## src/rtl/gtmms_pkg.sv

```systemverilog
// Constants, register map and state types of the mode and status block
package gtmms_pkg;
   // Clock and timing
   localparam int unsigned GTMMS_CLK_HZ = 125_000_000;
   localparam int unsigned GTMMS_PWRUP_MS = 200;
   localparam int unsigned GTMMS_GINIT_MS = 1000;
   localparam int unsigned GTMMS_FLASH_HALF_MS = 500;
   localparam int unsigned GTMMS_MS_CYC = GTMMS_CLK_HZ / 1000;
   localparam int unsigned GTMMS_PWRUP_CYC = GTMMS_PWRUP_MS * GTMMS_MS_CYC;
   localparam int unsigned GTMMS_GINIT_CYC = GTMMS_GINIT_MS * GTMMS_MS_CYC;
   localparam int unsigned GTMMS_FLASH_CYC = GTMMS_FLASH_HALF_MS * GTMMS_MS_CYC;
   // Serial rates and their setting codes
   localparam int unsigned GTMMS_BPS_1200 = 1200;
   localparam int unsigned GTMMS_BPS_2400 = 2400;
   localparam int unsigned GTMMS_BPS_4800 = 4800;
   localparam int unsigned GTMMS_BPS_9600 = 9600;
   localparam int unsigned GTMMS_BPS_19200 = 19200;
   localparam int unsigned GTMMS_BPS_38400 = 38400;
   localparam logic [3:0] GTMMS_BAUD_MIN = 4'h3;
   localparam logic [3:0] GTMMS_BAUD_MAX = 4'h8;
   localparam int GTMMS_DIV_W = 17;
   // Frame: start, 8 data, stop
   localparam logic [3:0] GTMMS_FRAME_BITS = 4'hA;
   // Register byte offsets
   localparam logic [4:0] GTMMS_REG_STATUS = 5'h00;
   localparam logic [4:0] GTMMS_REG_SETTINGS = 5'h04;
   localparam logic [4:0] GTMMS_REG_FIX = 5'h08;
   localparam logic [4:0] GTMMS_REG_HOST_TX = 5'h0C;
   localparam logic [4:0] GTMMS_REG_GPS_TX = 5'h10;
   // Factory defaults
   localparam logic [3:0] GTMMS_DEF_BAUD = 4'h3;
   localparam logic GTMMS_DEF_DST = 1'b1;
   localparam logic GTMMS_DEF_H12 = 1'b0;
   localparam logic [3:0] GTMMS_DEF_TZ = 4'h8;
   localparam logic [7:0] GTMMS_DEF_NL = 8'h0D;
   localparam logic [3:0] GTMMS_TZ_MAX = 4'hB;
   // Satellite thresholds and limits
   localparam logic [3:0] GTMMS_SATS_FIRST = 4'h1;
   localparam logic [3:0] GTMMS_SATS_LOCK = 4'h4;
   localparam logic [3:0] GTMMS_SATS_MAX = 4'hC;
   // Characters
   localparam logic [7:0] GTMMS_CH_DOLLAR = 8'h24;
   localparam logic [7:0] GTMMS_CH_STAR = 8'h2A;
   localparam logic [7:0] GTMMS_CH_G = 8'h47;
   localparam logic [7:0] GTMMS_CH_P = 8'h50;
   localparam logic [7:0] GTMMS_CH_CR = 8'h0D;
   localparam logic [7:0] GTMMS_CH_LF = 8'h0A;
   localparam logic [7:0] GTMMS_CH_A = 8'h41;
   localparam logic [7:0] GTMMS_CH_V = 8'h56;
   localparam logic [7:0] GTMMS_CH_Y = 8'h59;
   localparam logic [7:0] GTMMS_CH_N = 8'h4E;
   localparam logic [7:0] GTMMS_CH_0 = 8'h30;
   localparam logic [7:0] GTMMS_CH_HEXA = 8'h37;
   // Sentence types, three letters each
   localparam int GTMMS_NTYPES = 6;
   localparam logic [23:0] GTMMS_TYPE_TBL [GTMMS_NTYPES] =
      '{24'h524D43, 24'h474741, 24'h475341, 24'h475356, 24'h474C4C, 24'h5A4441};
   // Sequencer lengths
   localparam logic [2:0] GTMMS_LEN_START = 3'h6;
   localparam logic [2:0] GTMMS_LEN_END = 3'h5;
   localparam logic [2:0] GTMMS_LEN_ONE = 3'h1;
   // Transmit operation codes in host write data bits 9:8
   typedef enum logic [1:0] {
      GTMMS_OP_BODY = 2'b00,
      GTMMS_OP_START = 2'b01,
      GTMMS_OP_END = 2'b10,
      GTMMS_OP_REPLY = 2'b11
   } gtmms_op_e;
   // Operating modes
   typedef enum logic [1:0] {
      GTMMS_MODE_QUERY = 2'b00,
      GTMMS_MODE_BCAST = 2'b01,
      GTMMS_MODE_GPS = 2'b11
   } gtmms_mode_e;
   // Status phases, Gray along the usual path
   typedef enum logic [2:0] {
      GTMMS_PH_PWRUP = 3'b000,
      GTMMS_PH_GINIT = 3'b001,
      GTMMS_PH_ACQ = 3'b011,
      GTMMS_PH_UNSYNC = 3'b010,
      GTMMS_PH_LOCK = 3'b110
   } gtmms_phase_e;
endpackage

```

## src/rtl/gtmms_top.sv

```systemverilog
// Mode routing, sentence framing and status sequencing of the GPS time module
//
// Function
// - Config switch loops aux port to receiver
// - Config indicator follows config switch
// - Switch off: aux port passes to controller
// - Six selectable serial rates, 1200 to 38400
// - Query mode answers host commands
// - Broadcast mode sends unsolicited, ignores commands
// - Broadcast mode uses factory default settings
// - GPS mode emits the six standard sentences
// - Sentences start with GP talker
// - GLL status A valid, V invalid
// - GGA quality 0 none, 1 GPS, 2 differential
// - Satellites 00 to 12, station 0000-1023
// - RMC status A/V, date ddmmyy
// - ZDA date, year, zone fields
// - Load five settings, defaults if unmodified
// - Port uses stored rate, 8N1 framing
// - Power-up 200 ms, green flashing
// - Flag receiver init when it is silent
// - Receiver init 1 s, red flashes
// - First satellite gives unsynced data, N
// - Unsynced: green and red alternate
// - Four satellites lock, Y, green solid
// - Set commands unacknowledged, stored, used
//
// Design decisions made here: the placing of the registers and the Avalon-MM slave port.
`timescale 1ns/1ps
`default_nettype none
module gtmms_top
   import gtmms_pkg::*;
#(
   parameter int unsigned CLK_HZ = gtmms_pkg::GTMMS_CLK_HZ,
   parameter int unsigned PWRUP_CYC = gtmms_pkg::GTMMS_PWRUP_CYC,
   parameter int unsigned GINIT_CYC = gtmms_pkg::GTMMS_GINIT_CYC,
   parameter int unsigned FLASH_CYC = gtmms_pkg::GTMMS_FLASH_CYC
)
(
   // Clock and reset
   input wire logic core_clk,
   input wire logic rst_n,
   // Avalon-MM register slave
   input wire logic [4:0] avs_address,
   input wire logic avs_read,
   input wire logic avs_write,
   input wire logic [31:0] avs_writedata,
   input wire logic [3:0] avs_byteenable,
   output logic [31:0] avs_readdata,
   output logic avs_waitrequest,
   // Switches: config and the three operating mode positions
   input wire logic cfg_sw,
   input wire logic sel_query_response_mode,
   input wire logic sel_unsolicited_broadcast_mode,
   input wire logic sel_gps_mode,
   // Host controller serial port
   input wire logic host_rxd,
   output logic host_txd,
   output logic cmd_rxd,
   // Auxiliary port and controller side of its pass-through
   input wire logic aux_rxd,
   output logic aux_txd,
   input wire logic ctrl_aux_txd,
   output logic ctrl_aux_rxd,
   // Internal receiver serial port
   input wire logic gps_rxd,
   output logic gps_txd,
   // Indicators
   output logic cfg_led,
   output logic trk_green,
   output logic trk_red
);
   // Bit period for a rate code
   function automatic logic [GTMMS_DIV_W-1:0] baud_div(input logic [3:0] code);
      int unsigned d;
      d = CLK_HZ / GTMMS_BPS_1200;
      unique case (code)
         4'h4: d = CLK_HZ / GTMMS_BPS_2400;
         4'h5: d = CLK_HZ / GTMMS_BPS_4800;
         4'h6: d = CLK_HZ / GTMMS_BPS_9600;
         4'h7: d = CLK_HZ / GTMMS_BPS_19200;
         4'h8: d = CLK_HZ / GTMMS_BPS_38400;
         default: d = CLK_HZ / GTMMS_BPS_1200;
      endcase
      return d[GTMMS_DIV_W-1:0];
   endfunction

   // Byte-lane merge for register writes
   function automatic logic [31:0] be_merge(input logic [31:0] old, input logic [31:0] wd,
                                            input logic [3:0] be);
      logic [31:0] r;
      r = old;
      for (int i = 0; i < 4; i++)
      begin
         if (be[i])
         begin
            r[i*8 +: 8] = wd[i*8 +: 8];
         end
      end
      return r;
   endfunction

   // ASCII upper-case hex digit
   function automatic logic [7:0] hex_ch(input logic [3:0] n);
      return (n > 4'h9) ? (GTMMS_CH_HEXA + {4'h0, n}) : (GTMMS_CH_0 + {4'h0, n});
   endfunction

   // Mode, phase and timers
   gtmms_mode_e mode_q; // Operating mode in force
   gtmms_phase_e phase_q, phase_d; // Status phase
   logic [31:0] ph_cnt_q; // Cycles spent in the timed phases
   logic [31:0] fl_cnt_q; // Flash half-period counter
   logic blink_q; // Indicator flash phase, toggles every half second
   logic gps_rxd_q; // Previous receiver line level for edge detect
   logic gps_seen_q; // Receiver produced output during init phase
   logic need_init_q; // Receiver was silent: init commands are due
   // Stored settings and the active rate
   logic [3:0] baud_q, tz_q, baud_act_q;
   logic dst_q, h12_q, modified_q;
   logic [7:0] nl_q;
   // Fix information written by the parsing firmware
   logic [3:0] sats_q;
   logic diff_q;
   logic [9:0] stn_q;
   // Sentence sequencer
   gtmms_op_e op_q; // Operation in progress
   logic busy_q; // Sequencer is sending
   logic [2:0] idx_q; // Character index in operation
   logic [7:0] arg_q; // Body character or type index
   logic [7:0] cks_q; // Running XOR checksum
   // Bus read pipeline
   logic rd_ack_q;
   logic [31:0] rdata_q;
   // Transmitter handshakes
   logic host_ready, gps_ready, host_uart_txd, gps_uart_txd;

   // Mode selector decode, one-hot only
   wire [2:0] sel = {sel_gps_mode, sel_unsolicited_broadcast_mode, sel_query_response_mode};
   wire sel_one_hot = (sel == 3'b001) || (sel == 3'b010) || (sel == 3'b100);
   wire is_query = (mode_q == GTMMS_MODE_QUERY);
   wire is_bcast = (mode_q == GTMMS_MODE_BCAST);
   wire early = (phase_q == GTMMS_PH_PWRUP) || (phase_q == GTMMS_PH_GINIT);

   // Effective settings: broadcast ignores what was stored
   wire [3:0] eff_baud = is_bcast ? GTMMS_DEF_BAUD : baud_q;
   wire [7:0] eff_nl = is_bcast ? GTMMS_DEF_NL : nl_q;
   wire eff_dst = is_bcast ? GTMMS_DEF_DST : dst_q;
   wire eff_h12 = is_bcast ? GTMMS_DEF_H12 : h12_q;
   wire [3:0] eff_tz = is_bcast ? GTMMS_DEF_TZ : tz_q;

   // Status characters for sentence fields
   wire locked = (phase_q == GTMMS_PH_LOCK);
   wire [7:0] valid_ch = locked ? GTMMS_CH_A : GTMMS_CH_V;
   wire [7:0] sync_ch = locked ? GTMMS_CH_Y : GTMMS_CH_N;
   wire [1:0] qual = (sats_q == 4'h0) ? 2'h0 : (diff_q ? 2'h2 : 2'h1);
   wire [7:0] qual_ch = GTMMS_CH_0 + {6'h00, qual};

   // Bus decode
   wire a_status = (avs_address == GTMMS_REG_STATUS);
   wire a_set = (avs_address == GTMMS_REG_SETTINGS);
   wire a_fix = (avs_address == GTMMS_REG_FIX);
   wire a_htx = (avs_address == GTMMS_REG_HOST_TX);
   wire a_gtx = (avs_address == GTMMS_REG_GPS_TX);
   // Transmit writes stall while their path is busy
   wire htx_stall = avs_write && a_htx && busy_q;
   wire gtx_stall = avs_write && a_gtx && !gps_ready;
   assign avs_waitrequest = (avs_read && !rd_ack_q) || htx_stall || gtx_stall;
   assign avs_readdata = rdata_q;
   wire wr_set = avs_write && a_set && is_query && !early;
   wire wr_fix = avs_write && a_fix;
   wire htx_take = avs_write && a_htx && !busy_q && avs_byteenable[1];
   wire htx_go = htx_take && !early && (avs_writedata[2:0] < 3'(GTMMS_NTYPES)
                 || avs_writedata[9:8] != GTMMS_OP_START);
   wire gps_go = avs_write && a_gtx && gps_ready && avs_byteenable[0];

   // Settings write with range checks
   wire [31:0] set_rd = {8'h00, nl_q, modified_q, 3'h0, tz_q, 2'h0, h12_q, dst_q, baud_q};
   wire [31:0] set_wd = be_merge(set_rd, avs_writedata, avs_byteenable);
   wire baud_ok = (set_wd[3:0] >= GTMMS_BAUD_MIN) && (set_wd[3:0] <= GTMMS_BAUD_MAX);
   wire tz_ok = (set_wd[11:8] <= GTMMS_TZ_MAX);
   wire [31:0] fix_rd = {6'h00, stn_q, 11'h000, diff_q, sats_q};
   wire [31:0] fix_wd = be_merge(fix_rd, avs_writedata, avs_byteenable);
   wire [3:0] sats_wd = (fix_wd[3:0] > GTMMS_SATS_MAX) ? GTMMS_SATS_MAX : fix_wd[3:0];

   // Read mux; unmapped offsets read as zero
   wire [31:0] status_rd = {qual_ch, valid_ch, sync_ch, need_init_q, gps_seen_q, cfg_sw,
                            mode_q, phase_q};
   wire [31:0] rd_mux = a_status ? status_rd : a_set ? set_rd : a_fix ? fix_rd :
                        32'h0000_0000;

   // Sequencer character select
   wire [23:0] type_ltr = GTMMS_TYPE_TBL[arg_q[2:0]];
   logic [7:0] cur_ch;
   logic [2:0] op_len;
   always_comb
   begin
      cur_ch = arg_q;
      op_len = GTMMS_LEN_ONE;
      unique case (op_q)
         GTMMS_OP_START:
         begin
            op_len = GTMMS_LEN_START;
            unique case (idx_q)
               3'h0: cur_ch = GTMMS_CH_DOLLAR;
               3'h1: cur_ch = GTMMS_CH_G;
               3'h2: cur_ch = GTMMS_CH_P;
               3'h3: cur_ch = type_ltr[23:16];
               3'h4: cur_ch = type_ltr[15:8];
               default: cur_ch = type_ltr[7:0];
            endcase
         end
         GTMMS_OP_END:
         begin
            op_len = GTMMS_LEN_END;
            unique case (idx_q)
               3'h0: cur_ch = GTMMS_CH_STAR;
               3'h1: cur_ch = hex_ch(cks_q[7:4]);
               3'h2: cur_ch = hex_ch(cks_q[3:0]);
               3'h3: cur_ch = GTMMS_CH_CR;
               default: cur_ch = GTMMS_CH_LF;
            endcase
         end
         GTMMS_OP_REPLY: cur_ch = eff_nl;
         GTMMS_OP_BODY: cur_ch = arg_q;
      endcase
   end
   wire send = busy_q && host_ready;
   wire last = (idx_q == op_len - 3'h1);
   // XOR covers everything after the dollar and before the star
   wire in_sum = (op_q == GTMMS_OP_BODY) || ((op_q == GTMMS_OP_START) && (idx_q != 3'h0));

   // Phase sequencing
   wire ph_end_pw = (ph_cnt_q >= PWRUP_CYC - 1);
   wire ph_end_gi = (ph_cnt_q >= GINIT_CYC - 1);
   always_comb
   begin
      phase_d = phase_q;
      unique case (phase_q)
         GTMMS_PH_PWRUP: if (ph_end_pw) phase_d = GTMMS_PH_GINIT;
         GTMMS_PH_GINIT: if (ph_end_gi) phase_d = GTMMS_PH_ACQ;
         GTMMS_PH_ACQ: if (sats_q >= GTMMS_SATS_FIRST) phase_d = GTMMS_PH_UNSYNC;
         GTMMS_PH_UNSYNC: if (sats_q >= GTMMS_SATS_LOCK) phase_d = GTMMS_PH_LOCK;
         GTMMS_PH_LOCK: if (sats_q < GTMMS_SATS_LOCK) phase_d = GTMMS_PH_UNSYNC;
         default: phase_d = GTMMS_PH_PWRUP;
      endcase
   end

   // Mode register: a selector between positions keeps the last mode
   always_ff @(posedge core_clk or negedge rst_n)
   begin
      if (!rst_n)
         mode_q <= GTMMS_MODE_QUERY;
      else if (sel_one_hot)
         mode_q <= sel_gps_mode ? GTMMS_MODE_GPS :
                   sel_unsolicited_broadcast_mode ? GTMMS_MODE_BCAST :
                   GTMMS_MODE_QUERY;
   end

   // Phase register, timer and receiver check
   always_ff @(posedge core_clk or negedge rst_n)
   begin
      if (!rst_n)
      begin
         phase_q <= GTMMS_PH_PWRUP;
         ph_cnt_q <= 32'h0000_0000;
         gps_rxd_q <= 1'b1;
         gps_seen_q <= 1'b0;
         need_init_q <= 1'b0;
      end
      else
      begin
         phase_q <= phase_d;
         ph_cnt_q <= (phase_d != phase_q) ? 32'h0000_0000 : ph_cnt_q + 32'h0000_0001;
         gps_rxd_q <= gps_rxd;
         // Any start-bit edge counts as receiver output
         if (phase_q == GTMMS_PH_GINIT && gps_rxd_q && !gps_rxd)
            gps_seen_q <= 1'b1;
         if (phase_q == GTMMS_PH_GINIT && ph_end_gi)
            need_init_q <= !gps_seen_q;
         else if (gps_go)
            need_init_q <= 1'b0;
      end
   end

   // Flash timer: free running so all patterns share one beat
   always_ff @(posedge core_clk or negedge rst_n)
   begin
      if (!rst_n)
      begin
         fl_cnt_q <= 32'h0000_0000;
         blink_q <= 1'b0;
      end
      else if (fl_cnt_q >= FLASH_CYC - 1)
      begin
         fl_cnt_q <= 32'h0000_0000;
         blink_q <= !blink_q;
      end
      else
         fl_cnt_q <= fl_cnt_q + 32'h0000_0001;
   end

   // Tracking indicator patterns per phase
   always_ff @(posedge core_clk or negedge rst_n)
   begin
      if (!rst_n)
      begin
         trk_green <= 1'b0;
         trk_red <= 1'b0;
      end
      else
      begin
         unique case (phase_q)
            GTMMS_PH_PWRUP: {trk_green, trk_red} <= {blink_q, 1'b0};
            GTMMS_PH_GINIT, GTMMS_PH_ACQ: {trk_green, trk_red} <= {1'b0, blink_q};
            GTMMS_PH_UNSYNC: {trk_green, trk_red} <= {blink_q, !blink_q};
            GTMMS_PH_LOCK: {trk_green, trk_red} <= {1'b1, blink_q};
            default: {trk_green, trk_red} <= 2'b00;
         endcase
      end
   end

   // Stored settings; set writes are silent, software reads back to confirm
   always_ff @(posedge core_clk or negedge rst_n)
   begin
      if (!rst_n)
      begin
         baud_q <= GTMMS_DEF_BAUD;
         dst_q <= GTMMS_DEF_DST;
         h12_q <= GTMMS_DEF_H12;
         tz_q <= GTMMS_DEF_TZ;
         nl_q <= GTMMS_DEF_NL;
         modified_q <= 1'b0;
      end
      else if (wr_set)
      begin
         // Out-of-range codes leave the old value in place
         if (baud_ok)
            baud_q <= set_wd[3:0];
         if (tz_ok)
            tz_q <= set_wd[11:8];
         dst_q <= set_wd[4];
         h12_q <= set_wd[5];
         nl_q <= set_wd[23:16];
         modified_q <= 1'b1;
      end
   end

   // Active rate: default in power-up, then the effective setting
   always_ff @(posedge core_clk or negedge rst_n)
   begin
      if (!rst_n)
         baud_act_q <= GTMMS_DEF_BAUD;
      else if (phase_q != GTMMS_PH_PWRUP)
         baud_act_q <= eff_baud;
   end

   // Fix information; satellite count clamps at twelve
   always_ff @(posedge core_clk or negedge rst_n)
   begin
      if (!rst_n)
      begin
         sats_q <= 4'h0;
         diff_q <= 1'b0;
         stn_q <= 10'h000;
      end
      else if (wr_fix)
      begin
         sats_q <= sats_wd;
         diff_q <= fix_wd[4];
         stn_q <= fix_wd[25:16];
      end
   end

   // Sentence sequencer and checksum
   always_ff @(posedge core_clk or negedge rst_n)
   begin
      if (!rst_n)
      begin
         op_q <= GTMMS_OP_BODY;
         busy_q <= 1'b0;
         idx_q <= 3'h0;
         arg_q <= 8'h00;
         cks_q <= 8'h00;
      end
      else if (htx_go)
      begin
         op_q <= gtmms_op_e'(avs_writedata[9:8]);
         arg_q <= avs_writedata[7:0];
         busy_q <= 1'b1;
         idx_q <= 3'h0;
         if (avs_writedata[9:8] == GTMMS_OP_START)
            cks_q <= 8'h00;
      end
      else if (send)
      begin
         if (in_sum)
            cks_q <= cks_q ^ cur_ch;
         idx_q <= idx_q + 3'h1;
         if (last)
            busy_q <= 1'b0;
      end
   end

   // Bus read: registered data, one wait state
   always_ff @(posedge core_clk or negedge rst_n)
   begin
      if (!rst_n)
      begin
         rd_ack_q <= 1'b0;
         rdata_q <= 32'h0000_0000;
      end
      else
      begin
         rd_ack_q <= avs_read && !rd_ack_q;
         if (avs_read && !rd_ack_q)
            rdata_q <= rd_mux;
      end
   end

   // Host-side transmitter, every mode
   gtmms_uart_tx u_host_tx (
      .core_clk(core_clk),
      .rst_n(rst_n),
      .div(baud_div(baud_act_q)),
      .tx_valid(busy_q),
      .tx_data(cur_ch),
      .tx_ready(host_ready),
      .txd(host_uart_txd)
   );

   // Receiver-side transmitter
   gtmms_uart_tx u_gps_tx (
      .core_clk(core_clk),
      .rst_n(rst_n),
      .div(baud_div(baud_act_q)),
      .tx_valid(gps_go),
      .tx_data(avs_writedata[7:0]),
      .tx_ready(gps_ready),
      .txd(gps_uart_txd)
   );

   // Port routing; pass-through is pure wiring so no bit timing is lost
   assign host_txd = host_uart_txd;
   assign cmd_rxd = (is_query && !early) ? host_rxd : 1'b1;
   assign aux_txd = cfg_sw ? gps_rxd : ctrl_aux_txd;
   assign ctrl_aux_rxd = cfg_sw ? 1'b1 : aux_rxd;
   assign gps_txd = cfg_sw ? aux_rxd : gps_uart_txd;
   assign cfg_led = cfg_sw;

   // Time settings are used by firmware only
   wire unused_ok = eff_dst ^ eff_h12 ^ (^eff_tz);
endmodule
`default_nettype wire

```

## src/rtl/gtmms_uart_tx.sv

```systemverilog
// Serial transmitter, 8 data bits, no parity, 1 stop bit
`timescale 1ns/1ps
`default_nettype none
module gtmms_uart_tx
   import gtmms_pkg::*;
(
   // Clock and reset
   input wire logic core_clk,
   input wire logic rst_n,
   // Bit period in clock cycles
   input wire logic [GTMMS_DIV_W-1:0] div,
   // Byte stream
   input wire logic tx_valid,
   input wire logic [7:0] tx_data,
   output logic tx_ready,
   // Serial line
   output logic txd
);
   logic [9:0] shift_q; // Frame being sent, LSB first
   logic [3:0] bits_q; // Bits left in the frame
   logic [GTMMS_DIV_W-1:0] tick_q; // Bit period counter
   wire tick_done = (tick_q == '0);
   wire busy = (bits_q != 4'h0);

   assign tx_ready = !busy;
   assign txd = shift_q[0];

   // Load a frame when idle, shift one bit per period
   always_ff @(posedge core_clk or negedge rst_n)
   begin
      if (!rst_n)
      begin
         shift_q <= 10'h3FF;
         bits_q <= 4'h0;
         tick_q <= '0;
      end
      else if (!busy)
      begin
         // Divisor sampled at load and after every bit, so a rate change can split a byte
         if (tx_valid)
         begin
            shift_q <= {1'b1, tx_data, 1'b0};
            bits_q <= GTMMS_FRAME_BITS;
            tick_q <= div - 1'b1;
         end
      end
      else if (tick_done)
      begin
         shift_q <= {1'b1, shift_q[9:1]};
         bits_q <= bits_q - 4'h1;
         tick_q <= div - 1'b1;
      end
      else
      begin
         tick_q <= tick_q - 1'b1;
      end
   end
endmodule
`default_nettype wire

```

## config.mk

```make
export PLATFORM = sky130hd
export DESIGN_NAME = gtmms_top
export DESIGN_NICKNAME = d
export VERILOG_FILES = /design/src/rtl/gtmms_pkg.sv /design/src/rtl/gtmms_top.sv /design/src/rtl/gtmms_uart_tx.sv
export SDC_FILE = /design/constraint.sdc
export NUM_CORES = 1
export LEC_CHECK = 0
export ABC_CLOCK_PERIOD_IN_PS = 3310
export BUFFER_PORTS_ARGS = -buffer_cell sky130_fd_sc_hd__buf_2
export CELL_PAD_IN_SITES_DETAIL_PLACEMENT = 1
export CELL_PAD_IN_SITES_GLOBAL_PLACEMENT = 2
export CORE_AREA = 2 2 163 205
export DETAILED_ROUTE_END_ITERATION = 8
export DIE_AREA = 0 0 165 207
export PLACE_DENSITY_LB_ADDON = 0.08
export SLEW_MARGIN = 10
export SYNTH_ARGS = -nofsm -noshare
export SYNTH_HDL_FRONTEND = slang
export SYNTH_SLANG_ARGS = --single-unit
```

## constraint.sdc

```tcl
create_clock -name core_clk -period 3.31 [get_ports core_clk]
set_input_delay 0.4965 -clock core_clk [delete_from_list [all_inputs] [get_ports core_clk]]
set_output_delay 0.4965 -clock core_clk [all_outputs]
set_load 0.02 [all_outputs]
```

==> results_dict.tcl, run 1 <==
set metrics [dict create \
    final-max-slew-violation-count 0 \
    cts_root_buf "clkbuf_16" \
    synthCells 1265 \
    cp-start-kind "flip-flop" \
    setup_viol 0 \
    async_reset_ff_frac 1.00 \
    seq_power_share 0.413 \
    leakage_nw 6.00 \
    post-cts-setup-buffers 0 \
    whs_endpoint "gps_rxd_q$_DFF_PN1_" \
    setup-tns-final_ns 0 \
    drtIter0Drc 485 \
    core_area_um2 32300 \
    place_congestion 0.801 \
    crit_path_end_kind "flip-flop" \
    final_layout_size_suffix_gt1_frac 0.178 \
    detail_route.vias_per_cell 5.44 \
    dp_cells 1737 \
    ys_seq_area_frac 0.470 \
    max_cap_viol_count 0 \
    drt_pre_antenna_iters 5 \
    initial_core_util 0.366 \
    wire_per_inst_um 19.3 \
    fin_area_um2 13600 \
    grt-ovfl-total 0 \
    switching_share 0.319 \
    r2r_cells 9 \
    cp.required_ns 3.72 \
    final_common_cell "dfrtp_1" \
    clock-sinks 221 \
    synth_edf_count 0 \
    numCtsBuffers 26 \
    final_nets 1425 \
    placed_area_um2 12700 \
    die_w_um 165 \
    hp-start "gps_rxd" \
    track_usage 0.208 \
    antenna_found_initial 2 \
    synth_area_per_cell_um2 9.35 \
    clockBufferDepth 3 \
    via_count 9727 \
    synth_seq_cells 221 \
    clkLatencyLatePin_ns 0.55 \
    irDropWorstVdd_uv 497 \
    yosysWarningCount 0 \
    fmax_ghz 0.359 \
    grt_max_degree 86 \
    cts.htree.levels 1 \
    pwr_density_cell_nw_per_um2 592 \
    worstReg2RegEnd "u_host_tx.tick_q[8]$_DFFE_PN0P_" \
    timing.rr.start "u_host_tx.tick_q[0]$_DFFE_PN0P_" \
    path_class "flip-flop to flip-flop" \
    cp_max_fo 14 \
    clk_pin_slew_ns 0.06 \
    stdcell_count 1787 \
    first_global_vias 10200 \
    arrival_ns 3.19 \
    syn-cell-area_um2 11800 \
    slew_headroom 0.270 \
    hold_viol_final 0 \
    drc 0 \
    power_frac_clock 0.366 \
    die_h_um 207 \
    finClkSkew_ns 0.0162 \
    hpwl_um 25000 \
    whs_ns 0.0706 \
    period_share 0.841 \
    comb_power_share 0.221 \
    fin_total_pwr_mw 8.07 \
    most-common-layout-cells "dfrtp_1, nor2_1, nand2_1" \
    dieArea_um2 34200 \
    synth_cell_types 82 \
    drtAntennaViolNets 0 \
    io_buffers 78 \
    fin_crit_ns 2.78 \
    worstMarginPinSlew_ns 1.10 \
    grt_pass1_wl_um 57000 \
    reg2reg_setup_slack_ns 0.53 \
    hp-class "primary input to flip-flop" \
    std_cell_rows 74 \
    switchingPower_mw 2.57 \
    ios 94 \
    wl_um 34500 \
    area_growth_pct 15.1 \
    status "complete, no violations" \
    rsz0062_at_grt "false" \
    whs_path_depth 1 \
    ys.flop_type "dfrtp_1" \
    cts_tree "done" \
    p_int_mw 5.49 \
]
## layer usage
layer / global-route usage / wire (um)
met1: 0.268 / 15100
met4: 0.0519 / 755
met2: 0.365 / 17500
met3: 0.0308 / 1150
met5: 0 / 13
## area by class of cell
| type | instances | area, um^2 |
|---|---|---|
| Fill cell | 3703 | 18700 |
| Multi-Input combinational cell | 941 | 5810 |
| Sequential cell | 221 | 5570 |
| Clock buffer | 41 | 788 |
| Timing Repair Buffer | 112 | 671 |
| Tap cell | 418 | 523 |
| Inverter | 46 | 173 |
| Clock inverter | 7 | 88.8 |
| Antenna cell | 1 | 2.50 |
## per-stage QoR
step,worst slack [ns],utilization
3_3_place_gp,0.527,0.394
4_1_cts,0.468,0.421
6_report,0.526,0.421
2_1_floorplan,0.976,-
5_1_grt,0.264,0.421
3_5_place_dp,0.499,0.394
## kinds of logic (layout without fill, tap and decap cells)
| kind of cell | count (synthesis) | in the layout | synth area share |
|---|---|---|---|
| and+or+nand+nor | 499 | 499 | 0.203 |
| AOI/OAI and AO/OA | 290 | 290 | 0.161 |
| DFF | 221 | 221 | 0.470 |
| buffers and inverters | 113 | 206 | 0.0430 |
| xor gates and xnor gates | 66 | 66 | 0.0489 |
| muxes | 51 | 51 | 0.0477 |
| adders and majority gates | 24 | 24 | 0.0254 |
| other | 1 | 12 | 0.000317 |
## critical path, cell delays in order (launching register included)
cell and delay [ns]:
dfrtp_1 0.41, inv_1 0.06, ha_1 0.25, nor4b_2 0.18, buf_4 0.16, and4b_1 0.25, a21oi_1 0.88, o21ai_0 0.22
a21oi_1 0.20, a21oi_1 0.05
## cell usage after synthesis, types with 11 or more instances
master | number | area share
a21oi_1 | 65 | 0.028
a31oi_1 | 17 | 0.0090
and3_1 | 17 | 0.0090
buf_4 | 11 | 0.0070
clkbuf_1 | 45 | 0.014
dfrtp_1 | 193 | 0.41
dfstp_2 | 28 | 0.062
ha_1 | 24 | 0.025
inv_1 | 46 | 0.015
mux2_2 | 43 | 0.041
nand2_1 | 131 | 0.042
nand2b_1 | 15 | 0.0079
nand3_1 | 57 | 0.024
nand4_1 | 13 | 0.0069
nor2_1 | 159 | 0.050
nor3_1 | 17 | 0.0072
nor4_1 | 14 | 0.0074
o21ai_0 | 80 | 0.034
or3_1 | 14 | 0.0074
xnor2_1 | 26 | 0.019
xor2_1 | 40 | 0.030
## power by group through the flow
stage	logic [mW]	registers, mW	clock network, mW
2_1_floorplan	1.28	3.30	0
3_3_place_gp	1.77	3.36	0
3_5_place_dp	1.81	3.37	0
4_1_cts	1.82	3.33	3.06
5_1_grt	2.04	3.38	3.14
6_report	1.78	3.33	2.95
## flip-flops by register name, summed over array words and instances, names as in the netlist, 3 cells and up, named ones only
signal,count
arg_q,8
avs_readdata,25
baud_act_q,4
baud_q,4
cks_q,8
fl_cnt_q,32
idx_q,3
nl_q,8
ph_cnt_q,32
phase_q,3
sats_q,4
stn_q,10
u_gps_tx.bits_q,4
u_gps_tx.shift_q,9
u_gps_tx.tick_q,17
u_host_tx.bits_q,4
u_host_tx.shift_q,9
u_host_tx.tick_q,17
## worst max path at each step
stage / from / endpoint / slack (ns) / cells past startpoint
final: u_host_tx.tick_q[0]$_DFFE_PN0P_ / u_host_tx.tick_q[8]$_DFFE_PN0P_ / 0.53 / 9
after global routing: u_host_tx.tick_q[0]$_DFFE_PN0P_ / u_host_tx.tick_q[8]$_DFFE_PN0P_ / 0.26 / 9
after CTS: u_host_tx.tick_q[0]$_DFFE_PN0P_ / u_host_tx.tick_q[8]$_DFFE_PN0P_ / 0.47 / 9
after detailed placement: u_host_tx.tick_q[0]$_DFFE_PN0P_ / u_host_tx.tick_q[8]$_DFFE_PN0P_ / 0.50 / 9
after global placement: u_host_tx.tick_q[0]$_DFFE_PN0P_ / u_host_tx.tick_q[8]$_DFFE_PN0P_ / 0.53 / 9
after floorplan: u_gps_tx.tick_q[0]$_DFFE_PN0P_ / u_gps_tx.tick_q[15]$_DFFE_PN0P_ / 0.98 / 10
## repair_timing
item / in CTS / in global routing
gates resized for setup: 0 / 0
hold endpoints to repair: 13 / 0
hold buffers: 1 / 0
Note: power is estimated with default switching activity, not from simulation.
==> run 2, diff against run 1 <==
ABC_CLOCK_PERIOD_IN_PS = 2600   (was 3310)
clock period = 2.6 ns   (was 3.31 ns; I/O delays follow)
==> results_dict.tcl, run 2 (synthesized netlist as in run 1, its figures left out) <==
set metrics [dict create \
    max_cap_viol_count 0 \
    wl_um 35400 \
    worstMarginPinSlew_ns 0.844 \
    post-cts-setup-buffers 0 \
    most-common-layout-cells "dfrtp_1, nor2_1, nand2_1" \
    grt_pass1_wl_um 58300 \
    pwr_density_cell_nw_per_um2 752 \
    hold_viol_final 0 \
    cpLargestDelayFamily "buffers and inverters" \
    irDropWorstVdd_uv 517 \
    r2r_cells 7 \
    first_global_vias 10600 \
    worst-path-stages 6 \
    std_cell_rows 74 \
    leakage_nw 6.23 \
    place_congestion 0.821 \
    area_growth_pct 18.5 \
    grt_max_degree 66 \
    die_h_um 207 \
    numCtsBuffers 26 \
    arrival_ns 2.10 \
    fin_area_um2 14000 \
    clockBufferDepth 3 \
    ios 94 \
    period_share 0.957 \
    cp_cell_sequence "inv_1 -> ha_1 -> nand2_1 -> buf_4 -> a221o_1 -> buf_2" \
    detail_route.vias_per_cell 5.38 \
    cp.required_ns 2.21 \
    initial_core_util 0.366 \
    clk_pin_slew_ns 0.07 \
    core_area_um2 32300 \
    drtAntennaViolNets 0 \
    antenna_found_initial 2 \
    finClkSkew_ns 0.00790 \
    crit_path_end_kind "output pin" \
    placed_area_um2 13100 \
    fin_crit_ns 2.49 \
    final_layout_size_suffix_gt1_frac 0.207 \
    grt-ovfl-total 0 \
    cts_root_buf "clkbuf_16" \
    whs_ns 0.0657 \
    io_buffers 78 \
    whs_path_depth 2 \
    final_common_cell "dfrtp_1" \
    cts.htree.levels 1 \
    fin_total_pwr_mw 10.5 \
    die_w_um 165 \
    crit_buf_inv 3 \
    track_usage 0.213 \
    cts_tree "done" \
    cp_slowest_cell "a221o_1" \
    cp_max_fo 13 \
    fmax_ghz 0.402 \
    setup-tns-final_ns 0 \
    hp-class "primary input to flip-flop" \
    cp-start-kind "flip-flop" \
    hpwl_um 26200 \
    final-max-slew-violation-count 0 \
    clock-sinks 221 \
    via_count 9844 \
    path_class "flip-flop to output pin" \
    status "complete, no violations" \
    dieArea_um2 34200 \
    rsz0062_at_grt "false" \
    drtIter0Drc 443 \
    final_nets 1467 \
    wire_per_inst_um 19.3 \
    drc 0 \
    setup_viol 0 \
    drt_pre_antenna_iters 5 \
    reg2reg_setup_slack_ns 0.19 \
    clkLatencyLatePin_ns 0.55 \
    slew_headroom 0.431 \
    cpPeakStageDelay_ns 0.42 \
]
-- run 2: cell types whose count changed in the layout (fill, tap and decap cells not counted), sizes merged --
cell,change
buf,+41
clkbuf,-3
clkinv,+2
clkinvlp,+1
diode,+1
dlygate4sd3,+1
-- run 2: final cells by class --
cell class / count / area (um^2)
timing repair buffer: 154 / 1030
clock inverter: 10 / 106
tap: 418 / 523
clock buffer: 38 / 797
multi-input combinational: 941 / 5820
sequential: 221 / 5570
fill: 3701 / 18300
antenna: 2 / 5.00
inverter: 46 / 173
-- run 2: repair_timing --
item                                   CTS  global route
hold buffers                             2             0
setup endpoints to repair                0             4
gates resized for setup                  0             3
endpoints found under the hold margin   56             0
-- run 2: stage by stage --
step           utilization  instances  setup slack (ns)
2_1_floorplan            -       1275             0.266
3_3_place_gp         0.405       1778             0.157
3_5_place_dp         0.405       1778             0.167
4_1_cts              0.433       1828             0.105
5_1_grt              0.434       1830            0.0100
6_report             0.434       1830             0.111
-- run 2: final timing paths --
kind	startpoint	end
max	u_gps_tx.bits_q[0]$_DFFE_PN0P_	avs_waitrequest
min	avs_writedata[25]	stn_q[9]$_DFFE_PN0P_
max reg2reg	ph_cnt_q[28]$_DFF_PN0_	ph_cnt_q[23]$_DFF_PN0_
min reg2reg	u_host_tx.shift_q[6]$_DFFE_PN1P_	u_host_tx.shift_q[6]$_DFFE_PN1P_
max in group asynchronous	rst_n	avs_readdata[10]$_DFFE_PN0P_
min in group asynchronous	rst_n	cks_q[4]$_DFFE_PN0P_
-- run 2: power breakdown --
group	total (mW)	internal [mW]	switching, mW
Sequential	4.24	3.89	0.351
Clock	3.86	2.32	1.54
Combinational	2.44	0.959	1.48
-- run 2: per-layer routing --
metal | up-vias | track usage | wire, um
li1 | 4742 | - | -
met1 | 4947 | 0.271 | 15200
met2 | 115 | 0.374 | 18200
met3 | 40 | 0.0326 | 1230
met4 | 0 | 0.0591 | 738
met5 | - | 0 | 0
==> run 3, diff against run 2 <==
CORE_AREA = 2 2 181 228   (was 2 2 163 205)
DIE_AREA = 0 0 183 230   (was 0 0 165 207)
==> results_dict.tcl, run 3 (synthesized netlist as in run 1, its figures left out) <==
set metrics [dict create \
    dieArea_um2 42100 \
    die_w_um 183 \
    place_congestion 0.774 \
    fmax_ghz 0.408 \
    grt_pass1_wl_um 60800 \
    pwr_density_cell_nw_per_um2 762 \
    rsz0062_at_grt "false" \
    drtAntennaViolNets 0 \
    cts_root_buf "clkbuf_16" \
    hpwl_um 27800 \
    io_buffers 78 \
    worst_slack_ns 0.148 \
    cts_tree "done" \
    core_area_um2 39800 \
    post-cts-setup-buffers 0 \
    drc 0 \
    clk_pin_slew_ns 0.06 \
    cp-start-kind "flip-flop" \
    area_growth_pct 20.2 \
    track_usage 0.182 \
    slew_headroom 0.593 \
    via_count 9797 \
    die_h_um 230 \
    clock-sinks 221 \
    hp-class "primary input to flip-flop" \
    setup-tns-final_ns 0 \
    drt_pre_antenna_iters 7 \
    stdcell_count 1915 \
    final-max-slew-violation-count 0 \
    irDropWorstVdd_uv 398 \
    most-common-layout-cells "dfrtp_1, nor2_1, nand2_1" \
    cpPeakStageDelay_ns 0.55 \
    status "complete, no violations" \
    leakage_nw 6.27 \
    numCtsBuffers 28 \
    cp.required_ns 3.04 \
    drtIter0Drc 373 \
    detail_route.vias_per_cell 5.12 \
    final_layout_size_suffix_gt1_frac 0.206 \
    worstMarginPinSlew_ns 0.611 \
    path_class "flip-flop to flip-flop" \
    fin_crit_ns 2.45 \
    wire_per_inst_um 19.6 \
    whs_ns 0.0793 \
    setup_viol 0 \
    cp_slowest_cell "a2111oi_0" \
    cts.htree.levels 1 \
    final_nets 1467 \
    first_global_vias 10500 \
    ios 94 \
    crit_path_end_kind "flip-flop" \
    final_common_cell "dfrtp_1" \
    arrival_ns 2.89 \
    period_share 0.943 \
    fin_total_pwr_mw 10.8 \
    wl_um 37600 \
    hold_viol_final 0 \
    cp_cell_sequence "inv_1 -> ha_1 -> nor2b_1 -> buf_4 -> nand2_1 -> mux2i_1 -> a2111oi_0 -> buf_4 -> nor4_1 -> o21a_1" \
    std_cell_rows 82 \
    worst_path_most_repeated_cell "buf_4" \
    dp_cells 1862 \
    grt_max_degree 68 \
    initial_core_util 0.297 \
    grt-ovfl-total 0 \
    cp_max_fo 5 \
    antenna_found_initial 4 \
    clockBufferDepth 3 \
    finClkSkew_ns 0.0182 \
    max_cap_viol_count 0 \
    clkLatencyLatePin_ns 0.56 \
    dp_slack_ns 0.132 \
]
[run 3: power breakdown]
group	leakage, nW	switching (mW)	internal, mW
Sequential	2.76	0.353	3.89
Combinational	3.03	1.50	0.940
Clock	0.479	1.56	2.59
Total	6.27	3.41	7.42
[run 3: through the flow]
step | instance area [um^2] | utilization
2_1_floorplan | 11900 | -
3_3_place_gp | 13200 | 0.332
3_5_place_dp | 13200 | 0.332
4_1_cts | 14200 | 0.357
5_1_grt | 14200 | 0.357
6_report | 14200 | 0.357
[run 3: final timing paths]
kind	from	endpoint	slack, ns	depth (start not counted)
worst max-delay path	idx_q[0]$_DFFE_PN0P_	cks_q[0]$_DFFE_PN0P_	0.15	10
worst min-delay path	avs_writedata[25]	stn_q[9]$_DFFE_PN0P_	0.08	2
worst max register to register	idx_q[0]$_DFFE_PN0P_	cks_q[0]$_DFFE_PN0P_	0.15	10
worst min register to register	modified_q$_DFFE_PN0P_	modified_q$_DFFE_PN0P_	0.47	1
max in group asynchronous	rst_n	u_host_tx.shift_q[2]$_DFFE_PN1P_	1.39	3
min in group asynchronous	rst_n	cks_q[2]$_DFFE_PN0P_	0.38	2
[run 3: repair_timing]
action / 4_1_cts / 5_1_grt
setup endpoints to repair: 0 / 42
endpoints found under the hold margin: 48 / 0
hold buffers: 2 / 0
gates resized for setup: 0 / 3
[run 3: cell type report]
type / count / area [um^2]
fill: 4586 / 25600
multi-input combinational: 941 / 5830
sequential: 221 / 5570
timing repair buffer: 152 / 1040
clock buffer: 40 / 827
tap: 504 / 631
inverter: 46 / 173
clock inverter: 10 / 155
antenna: 1 / 2.50
[run 3: worst max-delay path, delay by kind of cell (launching register included)]
| kind | cells | cell delay, ns |
|---|---|---|
| multiplexers | 1 | 0.07 |
| AND/OR/NAND/NOR | 3 | 0.28 |
| flip-flops | 1 | 0.47 |
| adder cells (fa/ha/maj) | 1 | 0.30 |
| buffers and inverters | 3 | 0.49 |
| AO/OA/AOI/OAI | 2 | 0.73 |
[run 3: per-layer routing]
metal  vias up  global-route usage  part of all wire
li1       4735                   -                 -
met1      4932               0.239              0.45
met2        93               0.322              0.51
met3        37              0.0196             0.024
met4         0              0.0383             0.013
met5         -                   0                 0
